**src/hdl/eei_pkg.sv**
```systemverilog
// Purpose: shared constants and types of the serial memory slave front end
// Assumes: system clock of 125 MHz, bus pins sampled through synchronisers
// Notes:   all timing counts derive from times in their own units
package eei_pkg;
    localparam logic [3:0] DEVICE_TYPE_CODE      = 4'hA;
    localparam int         CLK_PERIOD_NS         = 8;
    localparam int         GLITCH_NS             = 100;
    localparam logic [3:0] GLITCH_CYCLES         =
        4'((GLITCH_NS + CLK_PERIOD_NS - 1) / CLK_PERIOD_NS);
    localparam int         POWER_UP_DELAY_MS     = 1;
    localparam int         POWER_UP_CYCLES       =
        POWER_UP_DELAY_MS * 1_000_000 / CLK_PERIOD_NS;
    localparam int         PROGRAM_CYCLE_TIME_MS = 5;
    localparam int         PROGRAM_CYCLES        =
        PROGRAM_CYCLE_TIME_MS * 1_000_000 / CLK_PERIOD_NS;
    localparam int         TIMER_W               = 20;
    localparam int         BYTE_W                = 8;
    localparam int         RX_W                  = 9;
    localparam int         FIFO_DEPTH            = 4;
    localparam logic [3:0] LAST_BIT              = 4'h7;
    localparam logic [1:0] FIRST_ADDR_IDX        = 2'h1;
    localparam logic [1:0] SECOND_ADDR_IDX       = 2'h2;
    localparam logic [1:0] DATA_IDX              = 2'h3;
    localparam logic [7:0] ADDR_HI_MASK          = 8'h7F;
    localparam logic       RW_READ               = 1'b1;

    typedef enum logic [2:0] {
        ST_IDLE,
        ST_ADDR,
        ST_RX,
        ST_ACK,
        ST_TX,
        ST_MACK
    } eei_state_type;
endpackage

```
**src/hdl/eei_slave_top.sv**
```systemverilog
// Purpose: two-wire slave front end of a byte-wide nonvolatile memory
// Assumes: bus pins and straps are asynchronous to clk
// Notes:   received address and data bytes leave through a small FIFO; a full FIFO nacks them
`timescale 1ns/1ps

////////////////////////////////////////////////////////////////////////////////
// shift-register FIFO: head always sits in slot 0
module eei_fifo #(
    parameter int WIDTH = 9,
    parameter int DEPTH = 4
) (
    input  wire logic             clk,
    input  wire logic             arst_n,
    input  wire logic             inValid,
    output logic                  inReady,
    input  wire logic [WIDTH-1:0] inData,
    output logic                  outValid,
    output logic [WIDTH-1:0]      outData,
    input  wire logic             outReady
);
    typedef struct packed {
        logic [DEPTH-1:0][WIDTH-1:0] mem;
        logic [DEPTH-1:0]            vld;
    } eei_fifo_state_type;

    eei_fifo_state_type q;
    eei_fifo_state_type d;

    always_comb begin
        logic placed;
        placed = 1'b0;
        d = q;
        if (q.vld[0] && outReady) begin
            for (int i = 0; i < DEPTH - 1; i++) begin
                d.mem[i] = q.mem[i+1];
                d.vld[i] = q.vld[i+1];
            end
            d.vld[DEPTH-1] = 1'b0;
        end
        if (inValid && !q.vld[DEPTH-1]) begin
            for (int i = 0; i < DEPTH; i++) begin
                if (!placed && !d.vld[i]) begin
                    d.mem[i] = inData;
                    d.vld[i] = 1'b1;
                    placed   = 1'b1;
                end
            end
        end
    end

    always_ff @(posedge clk or negedge arst_n) begin
        if (!arst_n) begin
            q <= '0;
        end else begin
            q <= d;
        end
    end

    assign inReady  = ~q.vld[DEPTH-1];
    assign outValid = q.vld[0];
    assign outData  = q.mem[0];
endmodule

////////////////////////////////////////////////////////////////////////////////
module eei_slave_top
    import eei_pkg::*;
#(
    parameter int unsigned PU_CYCLES   = POWER_UP_CYCLES,
    parameter int unsigned PROG_CYCLES = PROGRAM_CYCLES
) (
    input  wire logic              clk,
    input  wire logic              arst_n,
    input  wire logic              sclIn,
    input  wire logic              sdaIn,
    output logic                   sdaOut,
    output logic                   sdaOe,
    input  wire logic              writeInhibit,
    input  wire logic              chip_select_strap_0,
    input  wire logic              chip_select_strap_1,
    input  wire logic              chip_select_strap_2,
    output logic [BYTE_W-1:0]      rxData,
    output logic                   rxIsData,
    output logic                   rxValid,
    input  wire logic              rxReady,
    input  wire logic [BYTE_W-1:0] txData,
    output logic                   txTake,
    output logic                   programStart,
    output logic                   busy,
    output logic                   ready,
    output logic                   writeRejected
);
    typedef struct packed {
        logic                scl1;
        logic                scl2;
        logic                sda1;
        logic                sda2;
        logic                wp1;
        logic                wp2;
        logic [2:0]          cs1;
        logic [2:0]          cs2;
        logic                sclF;
        logic                sdaF;
        logic [3:0]          sclCnt;
        logic [3:0]          sdaCnt;
        eei_state_type       state;
        logic [3:0]          bitCnt;
        logic [BYTE_W-1:0]   shift;
        logic                isRead;
        logic [1:0]          byteIdx;
        logic                wpHold;
        logic                wroteData;
        logic                ackNext;
        logic                oe;
        logic                pullLow;
        logic                busy;
        logic [TIMER_W-1:0]  progCnt;
        logic                ready;
        logic [TIMER_W-1:0]  puCnt;
        logic                pushV;
        logic [RX_W-1:0]     pushD;
        logic                progStart;
        logic                txTake;
        logic                wrReject;
    } eei_state_reg_type;

    eei_state_reg_type q;
    eei_state_reg_type d;

    // filtered level only follows raw after it differs long enough
    function automatic logic [4:0] glitchStep(input logic       raw,
                                              input logic       lvl,
                                              input logic [3:0] cnt);
        if (raw == lvl) begin
            glitchStep = {lvl, 4'h0};
        end else if (cnt == GLITCH_CYCLES) begin
            glitchStep = {~lvl, 4'h0};
        end else begin
            glitchStep = {lvl, cnt + 4'h1};
        end
    endfunction

    logic [4:0]        sclStep;
    logic [4:0]        sdaStep;
    logic              sclRise;
    logic              sclFall;
    logic              startC;
    logic              stopC;
    logic              fifoReady;
    logic [BYTE_W-1:0] newByte;

    assign sclStep = glitchStep(q.scl2, q.sclF, q.sclCnt);
    assign sdaStep = glitchStep(q.sda2, q.sdaF, q.sdaCnt);
    assign sclRise = sclStep[4] & ~q.sclF;
    assign sclFall = ~sclStep[4] & q.sclF;
    // data change while clock high is a condition
    assign startC  = ~sdaStep[4] & q.sdaF & q.sclF & sclStep[4];
    assign stopC   = sdaStep[4] & ~q.sdaF & q.sclF & sclStep[4];
    assign newByte = {q.shift[6:0], q.sdaF};

    ////////////////////////////////////////////////////////////////////////////
    always_comb begin
        d           = q;
        d.pushV     = 1'b0;
        d.progStart = 1'b0;
        d.txTake    = 1'b0;
        d.wrReject  = 1'b0;
        d.pullLow   = 1'b0;
        d.scl1      = sclIn;
        d.scl2      = q.scl1;
        d.sda1      = sdaIn;
        d.sda2      = q.sda1;
        d.wp1       = writeInhibit;
        d.wp2       = q.wp1;
        d.cs1       = {chip_select_strap_2, chip_select_strap_1,
                       chip_select_strap_0};
        d.cs2       = q.cs1;
        {d.sclF, d.sclCnt} = sclStep;
        {d.sdaF, d.sdaCnt} = sdaStep;

        if (!q.ready) begin
            d.puCnt = q.puCnt + 1'b1;
            if (q.puCnt == TIMER_W'(PU_CYCLES - 1)) begin
                d.ready = 1'b1;
            end
        end
        if (q.busy) begin
            d.progCnt = q.progCnt + 1'b1;
            if (q.progCnt == TIMER_W'(PROG_CYCLES - 1)) begin
                d.busy = 1'b0;
            end
        end

        if (startC) begin
            d.state     = ST_ADDR;
            d.bitCnt    = 4'h0;
            d.oe        = 1'b0;
            d.byteIdx   = 2'h0;
            d.wroteData = 1'b0;
            d.wpHold    = 1'b0;
        end else if (stopC) begin
            // stop starts programming or returns to standby
            if (q.wroteData && !q.isRead) begin
                d.busy      = 1'b1;
                d.progCnt   = '0;
                d.progStart = 1'b1;
            end
            d.state     = ST_IDLE;
            d.oe        = 1'b0;
            d.wroteData = 1'b0;
        end else begin
            case (q.state)
                ST_IDLE: begin
                    d.oe = 1'b0;
                end
                ST_ADDR, ST_RX: begin
                    if (sclRise) begin
                        d.shift  = newByte;
                        d.bitCnt = q.bitCnt + 4'h1;
                        if (q.bitCnt == LAST_BIT) begin
                            if (q.state == ST_ADDR) begin
                                d.ackNext = newByte[7:4] == DEVICE_TYPE_CODE
                                         && newByte[3:1] == q.cs2
                                         && q.ready && !q.busy;
                                d.isRead  = newByte[0] == RW_READ;
                            end else if (q.byteIdx != DATA_IDX) begin
                                d.ackNext = fifoReady;
                                d.pushV   = fifoReady;
                                d.pushD   = {1'b0,
                                    q.byteIdx == FIRST_ADDR_IDX ?
                                    newByte & ADDR_HI_MASK : newByte};
                            end else begin
                                d.ackNext   = fifoReady & ~q.wpHold;
                                d.pushV     = fifoReady & ~q.wpHold;
                                d.pushD     = {1'b1, newByte};
                                d.wroteData = q.wroteData
                                            | (fifoReady & ~q.wpHold);
                                d.wrReject  = q.wpHold;
                            end
                        end
                    end else if (sclFall && q.bitCnt == 4'h8) begin
                        // pull low in the ninth clock
                        if (q.ackNext) begin
                            d.oe      = 1'b1;
                            d.pullLow = 1'b1;
                            d.state   = ST_ACK;
                        end else begin
                            d.state = ST_IDLE;
                        end
                    end
                end
                ST_ACK: begin
                    if (sclFall) begin
                        d.bitCnt = 4'h0;
                        if (q.byteIdx != DATA_IDX) begin
                            d.byteIdx = q.byteIdx + 2'h1;
                        end
                        if (q.isRead) begin
                            d.state  = ST_TX;
                            d.shift  = txData;
                            d.oe     = ~txData[7];
                            d.txTake = 1'b1;
                        end else begin
                            d.state = ST_RX;
                            d.oe    = 1'b0;
                            if (q.byteIdx == SECOND_ADDR_IDX) begin
                                d.wpHold = q.wp2;
                            end
                        end
                    end
                end
                ST_TX: begin
                    if (sclFall) begin
                        if (q.bitCnt == LAST_BIT) begin
                            // release in the ninth clock on read
                            d.oe    = 1'b0;
                            d.state = ST_MACK;
                        end else begin
                            d.bitCnt = q.bitCnt + 4'h1;
                            d.shift  = {q.shift[6:0], 1'b0};
                            d.oe     = ~q.shift[6];
                        end
                    end
                end
                ST_MACK: begin
                    if (sclRise) begin
                        d.ackNext = ~q.sdaF;
                    end else if (sclFall) begin
                        if (q.ackNext) begin
                            d.state  = ST_TX;
                            d.bitCnt = 4'h0;
                            d.shift  = txData;
                            d.oe     = ~txData[7];
                            d.txTake = 1'b1;
                        end else begin
                            d.state = ST_IDLE;
                        end
                    end
                end
                default: begin
                    d.state = ST_IDLE;
                    d.oe    = 1'b0;
                end
            endcase
        end
    end

    always_ff @(posedge clk or negedge arst_n) begin
        if (!arst_n) begin
            q <= '0;
        end else begin
            q <= d;
        end
    end

    eei_fifo #(
        .WIDTH (RX_W),
        .DEPTH (FIFO_DEPTH)
    ) rxFifo (
        .clk      (clk),
        .arst_n   (arst_n),
        .inValid  (q.pushV),
        .inReady  (fifoReady),
        .inData   (q.pushD),
        .outValid (rxValid),
        .outData  ({rxIsData, rxData}),
        .outReady (rxReady)
    );

    // open drain, the data level is always low
    assign sdaOut        = q.pullLow & 1'b0;
    assign sdaOe         = q.oe;
    assign txTake        = q.txTake;
    assign programStart  = q.progStart;
    assign busy          = q.busy;
    assign ready         = q.ready;
    assign writeRejected = q.wrReject;
endmodule

```
**config.mk**
```make
export PLATFORM = sky130hd
export DESIGN_NAME = eei_slave_top
export DESIGN_NICKNAME = d
export VERILOG_FILES = /design/src/hdl/eei_pkg.sv /design/src/hdl/eei_slave_top.sv
export SDC_FILE = /design/constraint.sdc
export NUM_CORES = 1
export LEC_CHECK = 0
export ABC_AREA = 1
export BUFFER_PORTS_ARGS = -buffer_cell sky130_fd_sc_hd__clkbuf_2
export CORE_MARGIN = 1
export CORE_UTILIZATION = 66
export DETAILED_ROUTE_END_ITERATION = 8
export PLACE_DENSITY_LB_ADDON = 0.3
export SETUP_SLACK_MARGIN = 0.15
export SLEW_MARGIN = 10
export SYNTH_ARGS = -nofsm -noshare
export SYNTH_HDL_FRONTEND = slang
export SYNTH_SLANG_ARGS = --single-unit
```
**constraint.sdc**
```tcl
create_clock -name clk -period 3.3 [get_ports clk]
set_clock_uncertainty 0.2 [all_clocks]
set_input_delay 0.495 -clock clk [delete_from_list [all_inputs] [get_ports clk]]
set_output_delay 0.495 -clock clk [all_outputs]
set_load 0.01 [all_outputs]
```
==> results of run 1 <==
[routing by layer]
layer	GRT usage (%)	routed length [µm]	vias up
li1	-	-	2796
met5	0	0	-
met4	15.5	459	0
met2	48.9	7520	191
met3	6.61	756	45
met1	38.6	6750	2802
[area by class of cell]
cell class | instances | area, µm² | share of cell area, %
Tap cell | 136 | 170 | 2.18
Multi-Input combinational cell | 577 | 2980 | 38.2
Timing Repair Buffer | 45 | 282 | 3.60
Inverter | 102 | 383 | 4.90
Clock buffer | 17 | 414 | 5.30
Sequential cell | 138 | 3450 | 44.2
Clock inverter | 13 | 131 | 1.68
[Yosys cell counts, types with 2 or more instances]
master    instances  share of area, %
nand3_2           7               1.0
nor2_2            6              0.53
buf_6             7               1.1
nand4_1          21               1.9
ha_1             10               1.8
clkinv_1          2              0.11
nor4_1            2              0.18
nand2_1         185               9.9
a31oi_1          28               2.5
nand2_2          11              0.98
or2_2             2              0.18
o21ai_0          23               1.6
clkbuf_1          8              0.43
xnor2_1           8               1.0
buf_4            10               1.1
a22oi_1           6              0.64
nor3_2            5              0.71
nor3_1           18               1.3
nor2_4            2              0.32
a21oi_1          12              0.85
xor2_1           23               2.9
nand3b_1          2              0.21
buf_2             5              0.36
nand3_1          65               4.6
o21ai_1           9              0.64
inv_2             8              0.43
nand2_4           2              0.32
dfrtp_1         138                49
o21ai_2          14               1.7
nor2_1          106               5.7
inv_1            92               4.9
[power breakdown]
| part | total (mW) | internal [mW] | switching (mW) |
|---|---|---|---|
| clock | 1.78 | 1.06 | 0.719 |
| combinational | 0.100 | 0.0307 | 0.0694 |
| sequential | 1.72 | 1.71 | 0.0116 |
| total | 3.60 | 2.80 | 0.800 |
[cell families after synthesis]
family	Yosys count	share of synthesized area [%]
adder cells (fa/ha/maj)	10	1.78
flip-flops	138	49.1
other	1	0.0534
XOR/XNOR	31	3.86
AO/OA/AOI/OAI	96	8.44
AND/OR/NAND/NOR	439	28.3
buffers and inverters	132	8.42
[through the flow]
step	instance area, µm²	utilization (%)	hold slack [ps]	total power [mW]	cells
after floorplan	7030	-	-0.591	1.79	847
after global placement	7200	69.7	136	1.84	991
after detailed placement	7200	69.7	136	1.85	991
after CTS	7820	75.7	49.2	3.61	1028
after global routing	7820	75.7	67.0	3.71	1028
final	7820	75.7	59.6	3.60	1028
[worst reg2reg max path: cells and delay by family, from the launching register on]
kind                     cells  cell delay (ps)
AO/OA/AOI/OAI                1               60
buffers and inverters        2              150
flip-flops                   1              390
AND/OR/NAND/NOR              7             1270
adder cells (fa/ha/maj)      1              200
[sequential cells by signal (all words and copies together) (netlist names)]
register / flops
q: 78
rxFifo.q: 30
rxFifo.outData: 9
newByte: 8
d: 6
busy: 1
programStart: 1
ready: 1
rxFifo.outValid: 1
sdaOe: 1
txTake: 1
writeRejected: 1
[path summary, 6_finish.rpt]
path / endpoint / slack, ps / cells after the start / startpoint
worst max-delay path: newByte[6]$_DFFE_PN0P_ / 900 / 11 / q[83]$_DFF_PN0_
worst min-delay path: newByte[5]$_DFFE_PN0P_ / 60 / 3 / txData[4]
worst max register to register: newByte[6]$_DFFE_PN0P_ / 900 / 11 / q[83]$_DFF_PN0_
worst min register to register: q[98]$_DFF_PN0_ / 150 / 0 / d[98]$_DFF_PN0_
max in group asynchronous: d[94]$_DFF_PN0_ / 1780 / 3 / arst_n
min in group asynchronous: rxFifo.q[33]$_DFFE_PN0P_ / 370 / 2 / arst_n
==> results.md, run 1 <==
- Fill count: between 700 and 800
- Num Clock Sinks: 138
- Final Hold Viols: 0
- Final setup margin: about 900 ps
- Ports: 34
- Cts bufs inserted: 17
- CTS tree: done
- CP arrival: approximately 2600 ps
- Post-synth EDFFs: 0
- Setup TNS: 0 ps
- Die X: about 110 µm
- CP startpoint kind: flip-flop
- Starting density of the core: about two thirds
- Yosys warnings: 0
- Crit Path Category: flip-flop to flip-flop
- Post-synthesis sequential element count: 138
- Initial antenna violation count: 0
- Largest net degree at the start of global routing: 83
- Vias: slightly below 6000
- # diodes: 0
- Leakage: approximately 3.9 nW
- Status: finished clean
- Synthesis-to-finish area growth: 11.2%
- Register area share after synthesis: around half
- Post-Syn Nets: about 870
- Resize count post-CTS: 0
- Hpwl dp: about 10000 µm
- Routed vias/inst: about 5.7
- Clk root buf: clkbuf_8
- Mapped Cells: ~850
- Crit path max fanout: 14
- Critical path's top delay family: simple AND/OR/NAND/NOR gates
- Async SR Flop Fraction: 100%
- Critical Path, Cell by Cell: inv_1 -> ha_1 -> nand3_2 -> nand2_1 -> nand2_2 -> nand2_1 -> nand3_1 -> clkinv_1 -> nand2_2 -> nand2_1 -> o21ai_2
- Synthesized cell area: 0.00703 mm²
- DRT antenna net count: 0
- Postcts setup bufs: 0
- Final setup violation count: 0
- Routed len/inst: ~15 µm
- Max-cap violations: 0
- HP Class: input port to flip-flop
- Hold-fix buffers, CTS: 7
- Critical Path Sink Type: flip-flop
- Worst-Margin Slew: 879 ps
- Commonest non-fill, non-tap cell in the layout: nand2_1
- Cell variety after synth: between 40 and 50
- Core box area: 0.0103 mm²
- Share of cells above drive strength 1: 14.2%
- PD cells: between 400 and 500 mW/mm²
- DRC: 0
- Max-slew violation count: 0
- GRT Overall Usage: 30.3%
- Die Area: approximately 0.011 mm²
- Synth Area per Inst: a little over 8 µm²
- CP dominant cell by count: nand2_1
- Crit share post-route: a little over 70%
- First-pass GRT wire length: roughly 26000 µm
- WL final: approximately 15000 µm
- Final #Nets: ~910
- Skew-Pair Late Insertion Delay: between 500 and 600 ps
- CTS max path bufs: 2
- Final worst path period need: roughly 2400 ps
- Placer congestion estimate: 0.957
- IO Port Bufs: 32
- Worst EP required: approximately 3500 ps
- Clk slew on worst S/H paths: about 60 ps
- H-tree Lvls: 4
- Achievable Freq: around 420 MHz
- 1st-pass router iterations: 5
- DP Worst Slack: about 870 ps
- Commonest cells after routing, fill and taps aside: nand2_1, dfrtp_1, nor2_1, inv_1, nand3_1
- Worst VDD drop: about 0.34 mV
- Synth Flop Type: dfrtp_1
- Unrepaired setup endpoints after global routing: no
- Slowest cell on the critical path: nand2_1
- # rows: 37
- Starting DRT DRC Count: 451
- Congestion Overflow GR: 0
- Die height: ~110 µm
- Worst rel slew slack: around 40%
- Worst path max stage delay: roughly 410 ps
- Bufs and invs on worst path: 2
- Vias in the first global route: 5700
No activity file was read; power rests on OpenSTA's default activity.
==> run 2, diff against run 1 <==
--- a/config.mk
+++ b/config.mk
@@ -8,7 +8,7 @@
 export ABC_AREA = 1
 export BUFFER_PORTS_ARGS = -buffer_cell sky130_fd_sc_hd__clkbuf_2
 export CORE_MARGIN = 1
-export CORE_UTILIZATION = 66
+export CORE_UTILIZATION = 62
 export DETAILED_ROUTE_END_ITERATION = 8
 export PLACE_DENSITY_LB_ADDON = 0.3
 export SETUP_SLACK_MARGIN = 0.15
==> constraint.sdc (replaced) <==
create_clock -name clk -period 2.4 [get_ports clk]
set_clock_uncertainty 0.2 [all_clocks]
set_input_delay 0.36 -clock clk [delete_from_list [all_inputs] [get_ports clk]]
set_output_delay 0.36 -clock clk [all_outputs]
set_load 0.01 [all_outputs]
==> results.md, run 2 (synthesis results as in run 1) <==
- Net Sw Power: 1.03 mW (was 0.800 mW)
- Cts bufs inserted: 17 (unchanged)
- Synthesis-to-finish area growth: 11.9% (was 11.2%)
- Final Hold Viols: 0 (unchanged)
- Routed len/inst: 14.7 µm (was 15.1 µm)
- Hpwl dp: 10400 µm (about the same)
- Pint: 3.81 mW (was 2.80 mW)
- H-tree Lvls: 4 (unchanged)
- Sequential share of power: 48.9% (was 47.8%)
- Setup TNS: 0 ps (unchanged)
- Final setup violation count: 0 (unchanged)
- Routed vias/inst: 5.59 (was 5.68)
- DRT antenna net count: 0 (unchanged)
- Switching Fraction: 21.3% (was 22.2%)
- Worst rel slew slack: 62.6% (was 41.1%)
- Final worst path period need: 2100 ps (was 2400 ps)
- Placer congestion estimate: 0.915 (was 0.957)
- Worst VDD drop: 0.527 mV (was 0.340 mV)
- Commonest cells after routing, fill and taps aside: nand2_1, dfrtp_1, nor2_1, inv_1, nand3_1 (unchanged)
- Skew-Pair Late Insertion Delay: 410 ps (was 540 ps)
- CP startpoint kind: flip-flop (unchanged)
- # rows: 38 (was 37)
- Die Area: 0.0118 mm² (was 0.0111 mm²)
- Commonest non-fill, non-tap cell in the layout: nand2_1 (unchanged)
- Die X: 108 µm (was 105 µm)
- Worst-Margin Slew: 560 ps (was 879 ps)
- Clk root buf: clkbuf_16 (was clkbuf_8)
- Initial antenna violation count: 0 (unchanged)
- Leakage: 3.89 nW (was 3.88 nW)
- Clk slew on worst S/H paths: 50 ps (was 60 ps)
- Clock Power Share: 48.2% (was 49.4%)
- HP Class: input port to flip-flop (unchanged)
- Max-cap violations: 0 (unchanged)
- Starting DRT DRC Count: 416 (was 451)
- Number of flip-flops in the largest register: 78 (unchanged)
- 1st-pass router iterations: 5 (unchanged)
- DRC: 0 (unchanged)
- GRT Overall Usage: 28.0% (was 30.3%)
- Final #Nets: 910 (was 908)
- Reg with most FFs: q (unchanged)
- Status: finished clean (unchanged)
- Achievable Freq: 476 MHz (was 417 MHz)
- Congestion Overflow GR: 0 (unchanged)
- CP arrival: 2190 ps (was 2610 ps)
- Crit path max fanout: 14 (unchanged)
- Num Clock Sinks: 138 (unchanged)
- CTS tree: done (unchanged)
- Unrepaired setup endpoints after global routing: no (unchanged)
- Max-slew violation count: 0 (unchanged)
- CTS max path bufs: 2 (unchanged)
- Largest net degree at the start of global routing: 55 (was 83)
- Vias: 5783 (was 5834)
- Critical Path Sink Type: flip-flop (unchanged)
- Crit Path Category: flip-flop to flip-flop (unchanged)
- Vias in the first global route: 5464 (was 5700)
- Crit share post-route: 87.6% (was 72.7%)
- Starting density of the core: 64.3% (was 68.1%)
- Overall power: 4.84 mW (was 3.60 mW)
- Gate power share: 2.9% (was 2.8%)
- PD cells: 616 mW/mm² (was 461 mW/mm²)
- Core box area: 0.0109 mm² (was 0.0103 mm²)
- Share of cells above drive strength 1: 14.5% (was 14.2%)
- IO Port Bufs: 32 (unchanged)
- First-pass GRT wire length: 25400 µm (was 26200 µm)
- Ports: 34 (unchanged)
- WL final: 15200 µm (was 15500 µm)
- # diodes: 0 (unchanged)
- Worst EP required: 2480 ps (was 3520 ps)
- Die height: 108 µm (was 105 µm)
## run 2: cell types whose count changed in the layout (fill, tap and decap cells not counted)
cell / delta
clkbuf_8: +3
clkinv_4: -3
buf_12: +2
bufinv_16: -2
clkbuf_1: +2
clkbuf_16: +1
nand2_1: -1
nand2_4: +1
nand3_2: -1
nand3_4: +1
or2_1: -1
or2_2: +1
## run 2: power by group through the flow
stage	clock, mW	combinational [mW]	sequential [mW]
6_report	2.33	0.139	2.37
5_1_grt	2.47	0.161	2.37
4_1_cts	2.37	0.142	2.37
3_5_place_dp	0	0.132	2.41
3_3_place_gp	0	0.126	2.41
2_1_floorplan	0	0.0538	2.41
## run 2: worst max-delay path, cell delays in order (launching register included)
cell	delay, ps
dfrtp_1	400
ha_1	250
nand3_2	130
nand2_1	80
nand2_2	120
nand2_4	150
inv_2	130
nand3_2	200
o21ai_1	200
a21oi_1	120
## run 2: area by class of cell
| cell class | count | area [µm²] |
|---|---|---|
| Multi-Input combinational cell | 577 | 3000 |
| Clock buffer | 23 | 488 |
| Clock inverter | 8 | 45.0 |
| Timing Repair Buffer | 47 | 322 |
| Sequential cell | 138 | 3450 |
| Inverter | 102 | 383 |
| Fill cell | 837 | 3070 |
| Tap cell | 140 | 175 |
## run 2: metrics by stage
step | util, % | worst slack [ps] | area, µm² | hold WS [ps] | cells
2_1_floorplan | - | 609 | 7030 | -136 | 847
3_3_place_gp | 66.2 | 354 | 7240 | 81.9 | 997
3_5_place_dp | 66.2 | 249 | 7240 | 85.2 | 997
4_1_cts | 71.8 | 261 | 7850 | 45.8 | 1035
5_1_grt | 71.9 | 170 | 7860 | 67.9 | 1035
6_report | 71.9 | 298 | 7860 | 68.0 | 1035
## run 2: timing repair
item,in CTS,in global routing
resized for setup,0,4
endpoints found under the setup margin,0,11
hold endpoints to repair,42,0
setup buffers,0,0
hold buffers,7,0
## run 2: worst paths after layout
kind,from,end,slack [ps],cells after the start
setup / recovery,q[82]$_DFF_PN0_,q[38]$_DFF_PN0_,300,9
hold / removal,txData[6],newByte[7]$_DFFE_PN0P_,70,3
setup reg to reg,q[82]$_DFF_PN0_,q[38]$_DFF_PN0_,300,9
hold reg to reg,d[98]$_DFF_PN0_,q[98]$_DFF_PN0_,140,0
max in group asynchronous,arst_n,q[21]$_DFFE_PN0N_,1160,3
min in group asynchronous,arst_n,rxFifo.outData[5]$_DFF_PN0_,230,2
## run 2: layer usage
layer / routed length (µm) / GRT usage, %
met2: 7370 / 44.3
met3: 841 / 6.99
met1: 6790 / 37.7
met4: 227 / 9.75
met5: 0 / 0
